[src/pmap_pkg.sv]
// Package for the message applicability policy filter.
// Assumes nothing; shared by the filter and its two lookup modules.
package pmap_pkg;

    // ------------------------------------------------------------
    // Role and message encodings
    // ------------------------------------------------------------
    localparam int ROLE_W = 3;
    localparam logic [2:0] ROLE_SRC = 3'h0;
    localparam logic [2:0] ROLE_SNK = 3'h1;
    localparam logic [2:0] ROLE_DRP = 3'h2;
    localparam logic [2:0] ROLE_CBL = 3'h3;
    localparam logic [2:0] ROLE_DFP = 3'h4;
    localparam logic [2:0] ROLE_UFP = 3'h5;
    localparam logic [2:0] ROLE_DRD = 3'h6;

    localparam int MSG_W = 5;
    // Control messages.
    localparam logic [4:0] MSG_GOODCRC = 5'h00;
    localparam logic [4:0] MSG_GOTOMIN = 5'h01;
    localparam logic [4:0] MSG_ACCEPT = 5'h02;
    localparam logic [4:0] MSG_REJECT = 5'h03;
    localparam logic [4:0] MSG_PING = 5'h04;
    localparam logic [4:0] MSG_PS_RDY = 5'h05;
    localparam logic [4:0] MSG_GET_SRC_CAP = 5'h06;
    localparam logic [4:0] MSG_GET_SNK_CAP = 5'h07;
    localparam logic [4:0] MSG_PR_SWAP = 5'h08;
    localparam logic [4:0] MSG_WAIT = 5'h09;
    localparam logic [4:0] MSG_SOFT_RESET = 5'h0a;
    // Connector-specific control messages.
    localparam logic [4:0] MSG_DR_SWAP = 5'h0b;
    localparam logic [4:0] MSG_VCONN_SWAP = 5'h0c;
    // Vendor-defined commands.
    localparam logic [4:0] VDM_DISC_ID = 5'h10;
    localparam logic [4:0] VDM_DISC_SVID = 5'h11;
    localparam logic [4:0] VDM_DISC_MODE = 5'h12;
    localparam logic [4:0] VDM_ENTER = 5'h13;
    localparam logic [4:0] VDM_EXIT = 5'h14;
    localparam logic [4:0] VDM_ATTN = 5'h15;

    // ------------------------------------------------------------
    // Support classes
    // ------------------------------------------------------------
    typedef enum logic [2:0] {
        PMAP_MANDATORY = 3'h0,
        PMAP_RECOMMEND = 3'h1,
        PMAP_OPTIONAL = 3'h2,
        PMAP_NOT_SUPPORTED = 3'h3,
        PMAP_REJECT_ON_RECEIPT = 3'h4,
        PMAP_NEGATIVE_ACK = 3'h5,
        PMAP_BLANK = 3'h6
    } pmap_class_e;

    // Receive verdicts.
    localparam logic [2:0] ACT_NONE = 3'h0;
    localparam logic [2:0] ACT_PROCESS = 3'h1;
    localparam logic [2:0] ACT_IGNORE = 3'h2;
    localparam logic [2:0] ACT_REJECT = 3'h3;
    localparam logic [2:0] ACT_NAK = 3'h4;
    localparam logic [2:0] ACT_PROT_ERR = 3'h5;

    // Feature strap bit positions.
    localparam int FEAT_W = 6;
    localparam int FEAT_HUB_MULTI = 0;
    localparam int FEAT_HOST_MULTI = 1;
    localparam int FEAT_FSK = 2;
    localparam int FEAT_CHARGE = 3;
    localparam int FEAT_SS_PRSWAP = 4;
    localparam int FEAT_MODAL = 5;

endpackage

[src/pmap_filter.sv]
// Message applicability policy filter for a power-negotiation port.
// Assumes all inputs come from logic on i_sys_clk; one query per cycle.
//
// Functional notes
// - Supported message implies its whole exchange supported.
// - Not-supported messages never sent, silently dropped.
// - Reject-class receipt answered with Reject message.
// - NAK-class command answered with responder NAK.
// - Mandatory messages always supported for role.
// - Reactions only in ready; otherwise protocol error.
// - Dual-role power overrides source or sink entries.
// - Dual-role data overrides host or device entries.
// - Multi-port hub source can send GotoMin.
// - FSK source must be able to send Ping.
// - GotoMin sender also sends Wait.
// - Charging sink accepts GotoMin, lowers current.
// - Unmet condition uses the fallback class.
// - Unimplemented optional entry uses its fallback answer.
`timescale 1ns/1ps
module pmap_filter (
    // Clock and reset.
    input wire logic i_sys_clk,
    input wire logic i_sys_rst,
    // Port configuration.
    input wire logic [2:0] i_role,
    input wire logic [5:0] i_feat,
    input wire logic i_opt_impl,
    // Policy engine state.
    input wire logic i_source_ready_state,
    input wire logic i_sink_ready_state,
    input wire logic i_cable_ready_state,
    // Transmit query.
    input wire logic i_tx_req,
    input wire logic [4:0] i_tx_msg,
    // Receive query.
    input wire logic i_rx_valid,
    input wire logic [4:0] i_rx_msg,
    // Transmit decision.
    output logic o_tx_grant,
    output logic o_tx_block,
    // Receive decision.
    output logic o_rx_done,
    output logic [2:0] o_rx_action,
    output logic o_send_reject,
    output logic o_send_nak,
    output logic o_reduce_current
);
    // ------------------------------------------------------------
    // State
    // ------------------------------------------------------------
    typedef struct packed {
        logic tx_grant;
        logic tx_block;
        logic rx_done;
        logic [2:0] rx_action;
        logic send_reject;
        logic send_nak;
        logic reduce_current;
    } pmap_state_s;

    pmap_state_s st_r;
    pmap_state_s st_nxt;

    logic tx_table_ok;
    pmap_pkg::pmap_class_e rx_class;
    logic ready;

    // ------------------------------------------------------------
    // Lookups
    // ------------------------------------------------------------
    // The role input selects the column of both tables.
    pmap_tx_table u_tx (
        .i_role(i_role),
        .i_msg(i_tx_msg),
        .i_feat(i_feat),
        .o_allowed(tx_table_ok)
    );

    pmap_rx_table u_rx (
        .i_role(i_role),
        .i_msg(i_rx_msg),
        .i_feat(i_feat),
        .o_class(rx_class)
    );

    // Fallback answer when an optional received entry is not implemented.
    function automatic logic [2:0] fallback_action(input logic [4:0] msg);
        if (msg >= pmap_pkg::VDM_DISC_ID) begin
            fallback_action = pmap_pkg::ACT_NAK;
        end else begin
            fallback_action = pmap_pkg::ACT_REJECT;
        end
    endfunction

    // Any ready state of the policy engine counts.
    assign ready = i_source_ready_state | i_sink_ready_state | i_cable_ready_state;

    // ------------------------------------------------------------
    // Next state
    // ------------------------------------------------------------
    always_comb begin
        st_nxt = '0;
        // Transmit: forbid anything the role does not support.
        st_nxt.tx_grant = i_tx_req & tx_table_ok;
        st_nxt.tx_block = i_tx_req & ~tx_table_ok;
        if (i_rx_valid) begin
            st_nxt.rx_done = 1'b1;
            if (!ready) begin
                // Mid-sequence arrivals are protocol errors.
                st_nxt.rx_action = pmap_pkg::ACT_PROT_ERR;
            end else begin
                unique case (rx_class)
                    pmap_pkg::PMAP_MANDATORY: begin
                        st_nxt.rx_action = pmap_pkg::ACT_PROCESS;
                    end
                    pmap_pkg::PMAP_RECOMMEND, pmap_pkg::PMAP_OPTIONAL: begin
                        // Unimplemented optional entries take their fallback.
                        st_nxt.rx_action = i_opt_impl ? pmap_pkg::ACT_PROCESS
                            : fallback_action(i_rx_msg);
                    end
                    pmap_pkg::PMAP_REJECT_ON_RECEIPT: begin
                        st_nxt.rx_action = pmap_pkg::ACT_REJECT;
                    end
                    pmap_pkg::PMAP_NEGATIVE_ACK: begin
                        st_nxt.rx_action = pmap_pkg::ACT_NAK;
                    end
                    default: begin
                        st_nxt.rx_action = pmap_pkg::ACT_IGNORE;
                    end
                endcase
            end
            st_nxt.send_reject = (st_nxt.rx_action == pmap_pkg::ACT_REJECT);
            st_nxt.send_nak = (st_nxt.rx_action == pmap_pkg::ACT_NAK);
            // A charging sink processing GotoMin lowers its draw.
            st_nxt.reduce_current = (st_nxt.rx_action == pmap_pkg::ACT_PROCESS)
                && (i_rx_msg == pmap_pkg::MSG_GOTOMIN);
        end
    end

    // Register the state.
    always_ff @(posedge i_sys_clk) begin
        if (i_sys_rst) begin
            st_r <= '0;
        end else begin
            st_r <= st_nxt;
        end
    end

    // Outputs straight from the state register.
    assign o_tx_grant = st_r.tx_grant;
    assign o_tx_block = st_r.tx_block;
    assign o_rx_done = st_r.rx_done;
    assign o_rx_action = st_r.rx_action;
    assign o_send_reject = st_r.send_reject;
    assign o_send_nak = st_r.send_nak;
    assign o_reduce_current = st_r.reduce_current;
endmodule

[src/pmap_rx_table.sv]
// Receive applicability lookup for one message and role.
// Assumes a role and feature set that are stable while it is read.
`timescale 1ns/1ps
module pmap_rx_table (
    // Query.
    input wire logic [2:0] i_role,
    input wire logic [4:0] i_msg,
    input wire logic [5:0] i_feat,
    // Answer.
    output pmap_pkg::pmap_class_e o_class
);
    // ------------------------------------------------------------
    // Lookup
    // ------------------------------------------------------------
    logic charge;
    logic ss_prswap;
    logic modal;
    assign charge = i_feat[pmap_pkg::FEAT_CHARGE];
    assign ss_prswap = i_feat[pmap_pkg::FEAT_SS_PRSWAP];
    assign modal = i_feat[pmap_pkg::FEAT_MODAL];

    // Conditional entries fall back to the class after the slash.
    always_comb begin
        o_class = pmap_pkg::PMAP_NOT_SUPPORTED;
        unique case (i_role)
            pmap_pkg::ROLE_SRC, pmap_pkg::ROLE_SNK, pmap_pkg::ROLE_DRP: begin
                unique case (i_msg)
                    pmap_pkg::MSG_GOODCRC, pmap_pkg::MSG_ACCEPT, pmap_pkg::MSG_REJECT,
                    pmap_pkg::MSG_SOFT_RESET: o_class = pmap_pkg::PMAP_MANDATORY;
                    pmap_pkg::MSG_GOTOMIN: begin
                        o_class = (i_role == pmap_pkg::ROLE_SNK && charge)
                            ? pmap_pkg::PMAP_RECOMMEND : pmap_pkg::PMAP_NOT_SUPPORTED;
                    end
                    pmap_pkg::MSG_PS_RDY, pmap_pkg::MSG_WAIT: begin
                        o_class = (i_role == pmap_pkg::ROLE_SRC)
                            ? pmap_pkg::PMAP_NOT_SUPPORTED : pmap_pkg::PMAP_MANDATORY;
                    end
                    pmap_pkg::MSG_GET_SRC_CAP: begin
                        o_class = (i_role == pmap_pkg::ROLE_SNK)
                            ? pmap_pkg::PMAP_REJECT_ON_RECEIPT : pmap_pkg::PMAP_MANDATORY;
                    end
                    pmap_pkg::MSG_GET_SNK_CAP: begin
                        o_class = (i_role == pmap_pkg::ROLE_SRC)
                            ? pmap_pkg::PMAP_REJECT_ON_RECEIPT : pmap_pkg::PMAP_MANDATORY;
                    end
                    pmap_pkg::MSG_PR_SWAP: begin
                        o_class = (i_role == pmap_pkg::ROLE_DRP)
                            ? pmap_pkg::PMAP_MANDATORY : pmap_pkg::PMAP_REJECT_ON_RECEIPT;
                    end
                    default: o_class = pmap_pkg::PMAP_NOT_SUPPORTED;
                endcase
            end
            pmap_pkg::ROLE_CBL: begin
                unique case (i_msg)
                    pmap_pkg::MSG_GOODCRC, pmap_pkg::MSG_SOFT_RESET,
                    pmap_pkg::VDM_DISC_ID: o_class = pmap_pkg::PMAP_MANDATORY;
                    pmap_pkg::VDM_DISC_SVID, pmap_pkg::VDM_DISC_MODE, pmap_pkg::VDM_ENTER,
                    pmap_pkg::VDM_EXIT: begin
                        o_class = modal ? pmap_pkg::PMAP_MANDATORY : pmap_pkg::PMAP_NEGATIVE_ACK;
                    end
                    default: o_class = pmap_pkg::PMAP_NOT_SUPPORTED;
                endcase
            end
            pmap_pkg::ROLE_DFP, pmap_pkg::ROLE_UFP, pmap_pkg::ROLE_DRD: begin
                unique case (i_msg)
                    pmap_pkg::MSG_DR_SWAP: begin
                        o_class = (i_role == pmap_pkg::ROLE_DRD)
                            ? pmap_pkg::PMAP_MANDATORY : pmap_pkg::PMAP_REJECT_ON_RECEIPT;
                    end
                    pmap_pkg::MSG_WAIT: begin
                        o_class = (i_role == pmap_pkg::ROLE_DRD)
                            ? pmap_pkg::PMAP_MANDATORY : pmap_pkg::PMAP_NOT_SUPPORTED;
                    end
                    pmap_pkg::MSG_VCONN_SWAP: begin
                        o_class = ss_prswap
                            ? pmap_pkg::PMAP_MANDATORY : pmap_pkg::PMAP_REJECT_ON_RECEIPT;
                    end
                    pmap_pkg::VDM_DISC_ID: begin
                        o_class = (i_role == pmap_pkg::ROLE_DFP)
                            ? pmap_pkg::PMAP_NOT_SUPPORTED : pmap_pkg::PMAP_RECOMMEND;
                    end
                    pmap_pkg::VDM_DISC_SVID, pmap_pkg::VDM_DISC_MODE, pmap_pkg::VDM_ENTER,
                    pmap_pkg::VDM_EXIT: begin
                        if (i_role == pmap_pkg::ROLE_DFP) begin
                            o_class = pmap_pkg::PMAP_NOT_SUPPORTED;
                        end else begin
                            o_class = modal ? pmap_pkg::PMAP_MANDATORY
                                : pmap_pkg::PMAP_NEGATIVE_ACK;
                        end
                    end
                    pmap_pkg::VDM_ATTN: begin
                        o_class = (i_role == pmap_pkg::ROLE_DFP) ? pmap_pkg::PMAP_OPTIONAL
                            : pmap_pkg::PMAP_NEGATIVE_ACK;
                    end
                    default: o_class = pmap_pkg::PMAP_NOT_SUPPORTED;
                endcase
            end
            default: o_class = pmap_pkg::PMAP_NOT_SUPPORTED;
        endcase
    end
endmodule

[src/pmap_tx_table.sv]
// Transmit applicability lookup for one message and role.
// Assumes a role and feature set that are stable while it is read.
`timescale 1ns/1ps
module pmap_tx_table (
    // Query.
    input wire logic [2:0] i_role,
    input wire logic [4:0] i_msg,
    input wire logic [5:0] i_feat,
    // Answer.
    output logic o_allowed
);
    // ------------------------------------------------------------
    // Lookup
    // ------------------------------------------------------------
    logic hub_or_host;
    logic gotomin_ok;
    assign hub_or_host = i_feat[pmap_pkg::FEAT_HUB_MULTI] | i_feat[pmap_pkg::FEAT_HOST_MULTI];
    assign gotomin_ok = hub_or_host;

    // A source may send anything optional; the table only bars what is not supported.
    always_comb begin
        o_allowed = 1'b0;
        unique case (i_role)
            pmap_pkg::ROLE_SRC: begin
                o_allowed = (i_msg <= pmap_pkg::MSG_SOFT_RESET) && (i_msg != pmap_pkg::MSG_PR_SWAP);
            end
            pmap_pkg::ROLE_SNK: begin
                o_allowed = (i_msg == pmap_pkg::MSG_GOODCRC) || (i_msg == pmap_pkg::MSG_ACCEPT)
                    || (i_msg == pmap_pkg::MSG_REJECT) || (i_msg == pmap_pkg::MSG_GET_SRC_CAP)
                    || (i_msg == pmap_pkg::MSG_GET_SNK_CAP) || (i_msg == pmap_pkg::MSG_SOFT_RESET);
            end
            pmap_pkg::ROLE_DRP: begin
                o_allowed = (i_msg <= pmap_pkg::MSG_SOFT_RESET) && (i_msg != pmap_pkg::MSG_PING)
                    && ((i_msg != pmap_pkg::MSG_GOTOMIN) || gotomin_ok);
            end
            pmap_pkg::ROLE_CBL: begin
                o_allowed = (i_msg == pmap_pkg::MSG_GOODCRC) || (i_msg == pmap_pkg::MSG_ACCEPT);
            end
            pmap_pkg::ROLE_DFP: begin
                o_allowed = (i_msg == pmap_pkg::MSG_VCONN_SWAP) || (i_msg == pmap_pkg::VDM_DISC_ID)
                    || (i_feat[pmap_pkg::FEAT_MODAL] && (i_msg >= pmap_pkg::VDM_DISC_SVID)
                    && (i_msg <= pmap_pkg::VDM_EXIT));
            end
            pmap_pkg::ROLE_UFP: begin
                o_allowed = (i_msg == pmap_pkg::MSG_VCONN_SWAP) || (i_msg == pmap_pkg::VDM_DISC_ID)
                    || (i_msg == pmap_pkg::VDM_ATTN);
            end
            pmap_pkg::ROLE_DRD: begin
                o_allowed = (i_msg == pmap_pkg::MSG_DR_SWAP) || (i_msg == pmap_pkg::MSG_WAIT)
                    || (i_msg == pmap_pkg::MSG_VCONN_SWAP) || (i_msg == pmap_pkg::VDM_DISC_ID);
            end
            default: begin
                o_allowed = 1'b0;
            end
        endcase
    end
endmodule

[config.mk]
export PLATFORM = sky130hd
export DESIGN_NAME = pmap_filter
export DESIGN_NICKNAME = d
export VERILOG_FILES = /design/src/pmap_pkg.sv /design/src/pmap_filter.sv /design/src/pmap_rx_table.sv /design/src/pmap_tx_table.sv
export SDC_FILE = /design/constraint.sdc
export NUM_CORES = 1
export LEC_CHECK = 0
export ABC_CLOCK_PERIOD_IN_PS = 1900
export BUFFER_PORTS_ARGS = -buffer_cell sky130_fd_sc_hd__buf_4
export CORE_ASPECT_RATIO = 1.5
export CORE_MARGIN = 2
export CORE_UTILIZATION = 25
export CTS_CLUSTER_SIZE = 28
export DETAILED_ROUTE_END_ITERATION = 16
export PLACE_DENSITY = 0.48
export REMOVE_ABC_BUFFERS = 1
export SLEW_MARGIN = 20
export SYNTH_ARGS = -nofsm -noshare
export SYNTH_HDL_FRONTEND = slang
export SYNTH_SLANG_ARGS = --single-unit
[constraint.sdc]
create_clock -name i_sys_clk -period 1.9 [get_ports i_sys_clk]
set_clock_uncertainty 0.15 [all_clocks]
set_input_delay 0.095 -clock i_sys_clk [delete_from_list [all_inputs] [get_ports i_sys_clk]]
set_output_delay 0.095 -clock i_sys_clk [all_outputs]
set_load 0.005 [all_outputs]
* Word level (Yosys, flattened, before mapping) *
Index checks and enable logic that the tools add are counted.

storage, ports and cells
  bits in registers = 9
  input bits = 27
  output and inout bits = 9
  logic and storage cells = 115

operators by class
  magnitude comparators = 4
  eq/ne operators = 43
  muxes and demuxes = 23
  bitwise logic cells = 7
  reduce and logical (&&, ||, !) cells = 31

operator list
  cell                  count
  $eq A5 B4 Y1 const B  9
  $eq A5 B5 Y1 const B  8
  $mux W3               12
  $pmux W3 S6           2
  $eq A5 B3 Y1 const B  5
  $eq A5 B2 Y1 const B  4
  $eq A3 B3 Y1 const B  6
  $eq A3 B2 Y1 const B  4
  $logic_or A1 B1 Y1    12
  $pmux W3 S4           1
  $ge A5 B5 Y1 const B  2
  $logic_not A5 Y1      2
  $eq A3 B1 Y1 const B  3
  $pmux W3 S3           1
  $reduce_or A3 Y1      3
  $mux W2               4
  $reduce_or A4 Y1      2
  $logic_and A1 B1 Y1   7
  $mux W7               1
  $pmux W1 S7           1
  $logic_not A3 Y1      2
  $pmux W3 S2           1
  $reduce_or A2 Y1      3
  $eq A5 B1 Y1 const B  1
  other kinds (8)       12

* Logic depth before layout (Yosys ltp) *
Gate-level depths: netlist of run 1.

  depth in word-level cells = 13
  gate-level depth with buffers = 8
  mapped depth without buffers = 7

* Hierarchy *
A second synthesis of run 1 with hierarchy kept.

unflattened totals
  cells, all modules = 142
  area total of the unflattened synthesis = 1026.0 sq um

modules (own cells, without submodules)
  module         instances  cells an instance  area an instance (sq um)  seq. area each (sq um)
  pmap_rx_table  1          77                 470.5                     0.0
  pmap_filter    1          33                 340.3                     180.2
  pmap_tx_table  1          32                 215.2                     0.0

* Worst setup path after synthesis of run 1 *
No wires, ideal clock.

  kind = input -> register
  start = input i_role[2]
  end = register st_r (netlist bit o_rx_action[1])
  setup time = 0.088 ns
  arrival = 1.670 ns
  required time = 1.662 ns
  path slack = -0.009 ns
  stages = 8
  path buffers = 1
  cells stage by stage = buf_2 -> nor3_1 -> and2_1 -> a32o_1 -> a221oi_4 -> o31ai_1 -> mux2_4 -> a311oi_2

between the ends
  longest elaborated chain between the ends = 10
  elaborated cells between the ends (all ways) = 32
  classes of those cells = eq/ne: 10; mux: 16; reduce/logical: 6

ends and longest elaborated chain
  element                                       RTL line                                                       RTL
  start: declaration                            pmap_filter.sv:25                                              input wire logic [2:0] i_role,
  $eq A3 B1 Y1                                  pmap_rx_table.sv:25, pmap_rx_table.sv:31, pmap_rx_table.sv:39
  $logic_and A1 B1 Y1                           pmap_rx_table.sv:31                                            o_class = (i_role == pmap_pkg::ROLE_SNK && charge)
  $mux W2                                       pmap_rx_table.sv:32                                            ? pmap_pkg::PMAP_RECOMMEND : pmap_pkg::PMAP_NOT_SUPPORTED;
  $pmux W3 S6                                   pmap_rx_table.sv:27                                            unique case (i_msg)
  $pmux W3 S3 *                                 pmap_rx_table.sv:25                                            unique case (i_role)
  $eq A3 B1 Y1 or $eq A3 B2 Y1 (tied branches)  pmap_filter.sv:112                                             unique case (rx_class)
  $reduce_or A2 Y1                              pmap_filter.sv:112
  $pmux W3 S4 *                                 pmap_filter.sv:112
  $mux W3 *                                     pmap_filter.sv:108                                             if (!ready) begin
  $mux W3 *                                     pmap_filter.sv:106                                             if (i_rx_valid) begin
  end signal: assignment                        pmap_filter.sv:145                                             st_r <= st_nxt;
  end: declaration                              pmap_filter.sv:61                                              pmap_state_s st_r;

Every way passes the cells marked *; elsewhere a longest branch is shown, timed or not. The select of a mux whose other input is x is not followed.
A chain may end at the register's enable or synchronous reset.

* Worst setup path in the final report of run 1 *
  start = input i_role[1]
  end = register st_r (netlist bit o_rx_action[1])

The elaborated chain is that of the path after synthesis.

==> results.cfg, run 1 <==
[critical_path]
required_ns = 1.89
crit_type = in -> reg
path_max_fanout = 5
start_kind = primary input
crit_arrival_ns = 1.83
critPathTopFamily = compound AO/OA/AOI/OAI gates
crit_chain = buf_4 > or3b_4 > mux2i_1 > o221ai_1 > a31o_2 > nand2_2 > mux2_4 > a311oi_2
endpoint_kind = flop
slowest_stage = or3b_4
path_buf_inv = 1
slowest_delay_ns = 0.42

[floorplanning]
die_h_um = 83.0
core_area_um2 = 3960
boundaryPins = 36
start_util_pct = 26.3
die-area_um2 = 4710
rows = 28
die_x_um = 56.7

[cells_and_area]
antennaDiodeCount = 0
nets = 227
drive_gt1_share_pct = 46.7
instances_no_fill = 244
syn_to_final_growth_pct = 60.8

[power]
p_per_area_nw_per_um2 = 430
peakVddDrop_mv = 0.398
p_clk_share_pct = 29.7
total_power_mw = 0.720
internal-power_mw = 0.508
netSwitchingFraction_pct = 29.5
comb_power_share_pct = 42.7
seq_power_share_pct = 27.6
switchingPower_mw = 0.213
p_leak_nw = 0.732

[yosys]
ys_warn_count = 0
synth_top_area_share_pct = 17.3
async_reset_ff_share_pct = 0
seq_area_frac_synth_pct = 17.3
synthFlopType = dfxtp_1
synth_edf_count = 0
synthTopCellsByArea = dfxtp_1 17%, a21oi_1 4.8%, mux2i_1 3.8%
ys_ff_latch = 9
ys_types = 56
syn_area_per_cell_um2 = 7.65
syn_inst = 136
syn_area_um2 = 1040
yosysTopAreaCell = dfxtp_1

[placed_design]
gp_congestion = 0.941
placed_cells = 238
port_buffers = 34
dp_slack_ns = -0.269
dp.final_hpwl_um = 2750

[drt]
firstDrtPassIters = 4
first_iter_violations = 26
via_count = 1292
ant_nets = 0
drt-total-wl_um = 3370
drcViolationCount = 0
viasPerCell = 5.30
avgRoutedWirePerCell_um = 13.8

[global_route]
gr-total-overflow = 0
antenna_found_initial = 0
grt_use_total_pct = 14.1
grt_max_degree = 13
grt_pass1_wl_um = 5420
grt_pass1_vias = 1253

[status]
status = completed

[timing]
hold_viol_final = 0
drv_slew = 0
timing.fmax_mhz = 541
setup-violations-final = 0
slew_headroom_pct = 79.6
period_minus_slack_ns = 1.85
period_share_pct = 97.2
tightest_slew_ns = 0.307
setup_slack_ns = 0.0527

[clock_tree]
path_clk_slew_ns = 0.04
numCtsBuffers = 3
postCtsSetupBuffers = 0
htreeDepth = 1
cts_tree = done
clockRootBuffer = clkbuf_8
clk_path_buf_depth = 2
clock_sinks = 9

[flow_run]
drv_cap = 0

[hold_path]
hold_class = in -> reg
-- synth_stat cells (3+ instances only) --
cell,count
dfxtp_1,9
a31oi_1,3
nand2b_1,3
nand2_1,6
nor2_1,9
nand3b_1,3
buf_2,3
clkbuf_1,3
nor2b_1,3
a21oi_1,10
buf_4,4
mux2i_1,4
or3_1,3
o21ai_0,7
and3b_1,3
nor3b_1,4
inv_1,7
nand3_1,3
nor3_1,5
-- power by group through the flow --
stage	registers [mW]	clock network, mW	logic, mW
floorplan	0.204	0	0.117
global placement	0.202	0	0.282
detailed placement	0.203	0	0.285
CTS	0.199	0.219	0.293
global route	0.199	0.231	0.335
finish	0.199	0.214	0.308
-- per-stage QoR --
step                      instance area, um2  util, %  hold WS [ns]   TNS, ns
after floorplan                          985        -        0.0211  -0.00645
after global routing                    1670     42.3        0.0336   -0.0290
after detailed placement                1540     39.0         0.128     -1.21
after global placement                  1540     39.0         0.121    -0.990
final                                   1670     42.3       0.00578         0
after CTS                               1630     41.1       0.00726         0
-- flip-flops by register name, summed over array words and instances, names as in the netlist --
register / cells
o_rx_action: 3
o_reduce_current: 1
o_rx_done: 1
o_send_nak: 1
o_send_reject: 1
o_tx_block: 1
o_tx_grant: 1
-- kinds of logic after synthesis --
group,share of synthesized area (%)
compound gates,35.0
xor+xnor,0.841
buf+inv,7.93
flops,17.3
mux,6.37
simple gates,32.6
-- cell type report --
| type | count | area (um2) |
|---|---|---|
| Inverter | 7 | 26.3 |
| Timing Repair Buffer | 69 | 523 |
| Clock buffer | 4 | 45.0 |
| Sequential cell | 9 | 180 |
| Multi-Input combinational cell | 110 | 843 |
| Fill cell | 417 | 2280 |
| Tap cell | 45 | 56.3 |
-- final timing paths --
| kind | startpoint | to | slack (ns) | cells after the start |
|---|---|---|---|---|
| max | i_role[1] | o_rx_action[1] | 0.05 | 8 |
| min | i_rx_valid | o_rx_done | 0.006 | 3 |
-- repair_timing --
action                                 CTS  global route
hold buffers                             2             0
resized for setup                        4            11
endpoints found under the hold margin    2             0
pin swaps                                1             4
setup endpoints to repair                1             5
-- layout by cell type (no fill, tap or decap), types with 3 or more instances in the layout --
cell and count:
a21oi_1 9, a31oi_1 3, and3b_1 3, buf_4 67
clkbuf_8 3, dfxtp_1 9, inv_1 7, mux2i_1 4
nand2_1 6, nand2b_1 3, nand3_1 3, nand3b_1 3
nor2_1 9, nor3_1 3, nor3b_1 3, o21ai_0 6
o21ai_1 3, or3_1 3
-- layer usage --
metal | global-route usage (%) | share of wire, %
met1 | 15.4 | 38
met2 | 27.3 | 57
met3 | 0.623 | 3.7
met4 | 5.41 | 0.56
met5 | 0 | 0
Note: power is estimated with default switching activity, not from simulation.
==> inputs of run 2 (changes only) <==
--- a/config.mk
+++ b/config.mk
@@ -9,10 +9,10 @@
 export BUFFER_PORTS_ARGS = -buffer_cell sky130_fd_sc_hd__buf_4
 export CORE_ASPECT_RATIO = 1.5
 export CORE_MARGIN = 2
-export CORE_UTILIZATION = 25
+export CORE_UTILIZATION = 45
 export CTS_CLUSTER_SIZE = 28
 export DETAILED_ROUTE_END_ITERATION = 16
-export PLACE_DENSITY = 0.48
+export PLACE_DENSITY = 0.77
 export REMOVE_ABC_BUFFERS = 1
 export SLEW_MARGIN = 20
 export SYNTH_ARGS = -nofsm -noshare
==> run 2 against run 1 <==
Effect of this change:
- non-clock buffer count shrank 15
- power down 16%
- cell area fell by 13%
- wire length shrank 13%
- sequential cell count did not move
- die area fell by 42%
- critical endpoint unchanged
==> results.cfg, run 2 (synthesis gave the netlist of run 1 again) <==
[status]
status = completed

[timing]
slew_headroom_pct = 73.8
tightest_slew_ns = 0.384
hold_viol_final = 0
setup_slack_ns = 0.0642
drv_slew = 0
setup-violations-final = 0
timing.fmax_mhz = 545
rsz0062_at_grt = true
period_minus_slack_ns = 1.84
setup_tns_ns = 0
period_share_pct = 96.6
hold_slack_ns = 0.0331

[cells_and_area]
instances_no_fill = 207
final_common_cell = buf_4
utilization_pct = 65.8
largest_reg_flops = 3
syn_to_final_growth_pct = 39.5
nets = 212
antennaDiodeCount = 0
drive_gt1_share_pct = 35.3
most-common-layout-cells = 51 x buf_4, 10 x a21oi_1, 9 x nor2_1, 9 x dfxtp_1

[drt]
avgRoutedWirePerCell_um = 14.1
firstDrtPassIters = 4
drcViolationCount = 0
ant_nets = 0
viasPerCell = 5.95
via_count = 1231
drt-total-wl_um = 2930
first_iter_violations = 31

[critical_path]
critPathTopFamily = compound AO/OA/AOI/OAI gates
cp.depth = 8
endpoint_kind = flop
crit_type = in -> reg
cpMostUsedCell = and2_1
crit_path_start = i_rx_msg[1]
crit_arrival_ns = 1.85
crit_chain = buf_4 > and2_1 > and2_1 > a32o_1 > a221oi_4 > o31ai_1 > mux2_4 > a311oi_2
path_buf_inv = 1
slowest_delay_ns = 0.37
start_kind = primary input
required_ns = 1.92
path_max_fanout = 12
slowest_stage = a221oi_4
critical_path.endpoint = o_rx_action[1]

[clock_tree]
path_clk_slew_ns = 0.06
clock_sinks = 9
postCtsSetupBuffers = 0
clockRootBuffer = clkbuf_4
htreeDepth = 1
cts_tree = done
numCtsBuffers = 3
clk_path_buf_depth = 2

[global_route]
grt_pass1_vias = 1224
grt_use_total_pct = 23.3
antenna_found_initial = 0
gr-total-overflow = 0
grt_max_degree = 14
grt_pass1_wl_um = 5060

[placed_design]
gp_congestion = 0.975
dp.final_hpwl_um = 2320
port_buffers = 34
dp_slack_ns = -0.184
placed_cells = 200

[floorplanning]
die-area_um2 = 2720
die_h_um = 62.9
start_util_pct = 47.2
rows = 21
core_area_um2 = 2210
die_x_um = 43.3
boundaryPins = 36

[hold_path]
hold_class = in -> reg

[power]
seq_power_share_pct = 33.0
p_clk_share_pct = 23.3
internal-power_mw = 0.414
switchingPower_mw = 0.188
comb_power_share_pct = 43.7
p_per_area_nw_per_um2 = 414
p_leak_nw = 0.644
peakVddDrop_mv = 0.210
netSwitchingFraction_pct = 31.3

[flow_run]
drv_cap = 0
==> run 2: cell count changes in the layout (fill, tap and decap cells not counted), sizes merged <==
cell	delta
buf	-16
dlygate4sd3	+1
==> run 2: layout make-up <==
cell class              count  area [um2]
clock buffers               4        26.3
fillers                   187         754
inverters                   7        26.3
multi-input cells         110         778
flip-flops and latches      9         180
well taps                  23        28.8
repair buffers             54         413
==> run 2: layer usage <==
metal	vias up	routed length, um	track usage, %
met3	11	120	3.47
met5	-	0	0
met2	43	1630	42.7
met1	559	1080	23.7
li1	618	-	-
met4	0	95	12.9
==> run 2: power by group through the flow <==
| stage | Combinational [mW] | Sequential (mW) | Clock, mW |
|---|---|---|---|
| final | 0.263 | 0.198 | 0.140 |
| after global routing | 0.288 | 0.199 | 0.162 |
| after CTS | 0.261 | 0.199 | 0.143 |
| after detailed placement | 0.256 | 0.203 | 0 |
| after global placement | 0.247 | 0.203 | 0 |
| after floorplan | 0.117 | 0.204 | 0 |
==> run 2: repair_timing <==
action                                  CTS  global route
gates resized for setup                   0             0
hold endpoints to repair                  3             0
endpoints found under the setup margin    0             3
hold buffers                              3             0
==> run 2: worst min path at each step <==
stage	cells past startpoint	startpoint	end
3_3_place_gp	2	i_sys_rst	o_tx_block
6_report	3	i_opt_impl	o_rx_action[0]
2_1_floorplan	1	i_sys_rst	o_tx_block
3_5_place_dp	2	i_sys_rst	o_tx_block
5_1_grt	3	i_opt_impl	o_rx_action[0]
4_1_cts	3	i_opt_impl	o_rx_action[0]
==> run 2: stage by stage <==
| step | area (um2) | total power [mW] |
|---|---|---|
| after floorplan | 985 | 0.321 |
| after global placement | 1400 | 0.450 |
| after detailed placement | 1400 | 0.458 |
| after CTS | 1450 | 0.603 |
| after global routing | 1450 | 0.648 |
| final | 1450 | 0.602 |
==> run 2: worst min-delay path: stages <==
cell,delay (ns)
buf_4,0.08
o21ai_0,0.07
a31oi_1,0.15
==> inputs of run 3 (changes only) <==
--- a/config.mk
+++ b/config.mk
@@ -13,8 +13,10 @@
 export CTS_CLUSTER_SIZE = 28
 export DETAILED_ROUTE_END_ITERATION = 16
 export PLACE_DENSITY = 0.77
+export RECOVER_POWER = 25
 export REMOVE_ABC_BUFFERS = 1
 export SLEW_MARGIN = 20
 export SYNTH_ARGS = -nofsm -noshare
 export SYNTH_HDL_FRONTEND = slang
+export SYNTH_HIERARCHICAL = 1
 export SYNTH_SLANG_ARGS = --single-unit
==> run 3 against run 2 <==
Effect of this change:
- the flow now finishes with violations (setup timing)
- combinational power is 27% higher
- cell area up 19%
- die area is 1.3% lower
- via count grew 21%
- highest routed layer unchanged
==> results.cfg, run 3 <==
[cells_and_area]
syn_to_final_growth_pct = 68.5
final_common_cell = buf_4
antennaDiodeCount = 0
nets = 237
stdcell_area_um2 = 1730
drive_gt1_share_pct = 43.5
most-common-layout-cells = 55 x buf_4, 11 x nor2_1, 10 x inv_1
largest_reg_flops = 3
instances_no_fill = 232

[yosys]
synth_top_area_share_pct = 17.6
seq_area_frac_synth_pct = 17.6
async_reset_ff_share_pct = 0
syn_area_per_cell_um2 = 7.23
synthFlopType = dfxtp_1
synthTopCellsByArea = dfxtp_1 18%, a21oi_1 5.4%, nor2_1 4.0%
ys_ff_latch = 9
ys_types = 50
syn_area_um2 = 1030
ys_warn_count = 6
yosys-top-cells-count = 11 x a21oi_1, 11 x nor2_1, 10 x inv_1
synth_edf_count = 0
yosysTopAreaCell = dfxtp_1
syn_inst = 142

[clock_tree]
clockRootBuffer = clkbuf_4
cts_tree = done
htreeDepth = 1
path_clk_slew_ns = 0.06
numCtsBuffers = 3
clk_path_buf_depth = 2
clock_sinks = 9

[critical_path]
slowest_delay_ns = 0.41
slowest_stage = or3b_4
crit_arrival_ns = 2.18
endpoint_kind = flop
required_ns = 1.93
start_kind = primary input
crit_type = in -> reg
path_max_fanout = 3
crit_chain = buf_6 > or3b_4 > a211oi_4 > buf_4 > or2_1 > o211ai_1 > a211o_1 > a221oi_4 > nor3b_2

[global_route]
antenna_found_initial = 0
grt_max_degree = 19
grt_pass1_wl_um = 6150
grt_pass1_vias = 1465
grt_use_total_pct = 29.0
gr-total-overflow = 0

[drt]
ant_nets = 0
via_count = 1491
drt-total-wl_um = 3880
drcViolationCount = 0
first_iter_violations = 93
firstDrtPassIters = 4
avgRoutedWirePerCell_um = 16.7
viasPerCell = 6.43

[floorplanning]
die-area_um2 = 2690
rows = 21
die_h_um = 62.5
boundaryPins = 36
die_x_um = 43.0
start_util_pct = 46.5
core_area_um2 = 2210

[timing]
period_minus_slack_ns = 2.15
drv_slew = 0
rsz0062_at_grt = true
tightest_slew_ns = 0.354
setup_slack_ns = -0.246
hold_viol_final = 0
setup_tns_ns = -1.07
timing.fmax_mhz = 466
setup-violations-final = 6
slew_headroom_pct = 75.8
period_share_pct = 113

[power]
peakVddDrop_mv = 0.217
p_per_area_nw_per_um2 = 391
p_leak_nw = 0.749
total_power_mw = 0.676

[placed_design]
placed_cells = 216
dp.final_hpwl_um = 2590
placed_area_um2 = 1480
port_buffers = 34
gp_congestion = 0.972
dp_slack_ns = -0.462

[hold_path]
hold_class = in -> reg
hp-start = i_source_ready_state
min_to = o_rx_action[2]
hold_depth = 3

[status]
violations = setup timing
status = finished, violations left

[flow_run]
drv_cap = 0
[run 3: cell count changes after synthesis, sizes merged, moves of 4 or more]
| cell | before | now |
|---|---|---|
| buf | 7 | 2 |
| a31oi | 4 | 0 |
| nand4 | 1 | 5 |
| o2111ai | 0 | 4 |
[run 3: layer usage]
metal / global-route usage (%) / wire length (um) / up-vias / part of all wire, %
li1: - / - / 686 / -
met1: 27.2 / 1340 / 693 / 35
met2: 55.9 / 2140 / 86 / 55
met3: 2.60 / 188 / 26 / 4.8
met4: 18.6 / 213 / 0 / 5.5
met5: 0 / 0 / - / 0
[run 3: metrics by stage]
stage	hold slack (ns)	utilization [%]
2_1_floorplan	0.0208	-
3_5_place_dp	0.129	67.0
5_1_grt	0.0885	78.3
3_3_place_gp	0.122	67.0
4_1_cts	0.0450	75.1
6_report	0.0522	78.3
[run 3: cell type report]
| cell class | count | area [um2] |
|---|---|---|
| inverters | 10 | 37.5 |
| well taps | 23 | 28.8 |
| fillers | 154 | 478 |
| multi-input cells | 115 | 871 |
| repair buffers | 71 | 586 |
| clock buffers | 4 | 26.3 |
| flip-flops and latches | 9 | 180 |
[run 3: logic make-up after synthesis]
group | share of synthesized area, %
adders and majority gates | 0.976
DFF | 17.6
AOI/OAI and AO/OA | 37.3
and+or+nand+nor | 35.5
xor gates and xnor gates | 0.854
buffers and inverters | 6.83
muxes | 0.976
[run 3: power by group]
part | switching, mW | internal, mW
Combinational | 0.163 | 0.173
Clock | 0.0606 | 0.0805
Sequential | 0.00220 | 0.197
[run 3: worst max path at each step]
stage / start / end / depth (start not counted)
floorplan: i_rx_msg[1] / o_reduce_current / 8
global placement: i_rx_msg[1] / o_reduce_current / 10
detailed placement: i_rx_msg[1] / o_reduce_current / 9
CTS: i_rx_msg[2] / o_reduce_current / 10
global route: i_rx_msg[0] / o_send_reject / 10
finish: i_rx_msg[0] / o_reduce_current / 9
[run 3: worst max-delay path, delay by kind of cell]
family,cells,cell delay (ns)
simple gates,3,0.71
buf+inv,2,0.25
compound gates,4,1.12
[run 3: what timing repair did]
item,in CTS,in global routing
hold buffers,4,0
pin swaps,17,6
gates resized for setup,18,9
endpoints found under the setup margin,6,7
setup buffers,6,2
endpoints found under the hold margin,4,0
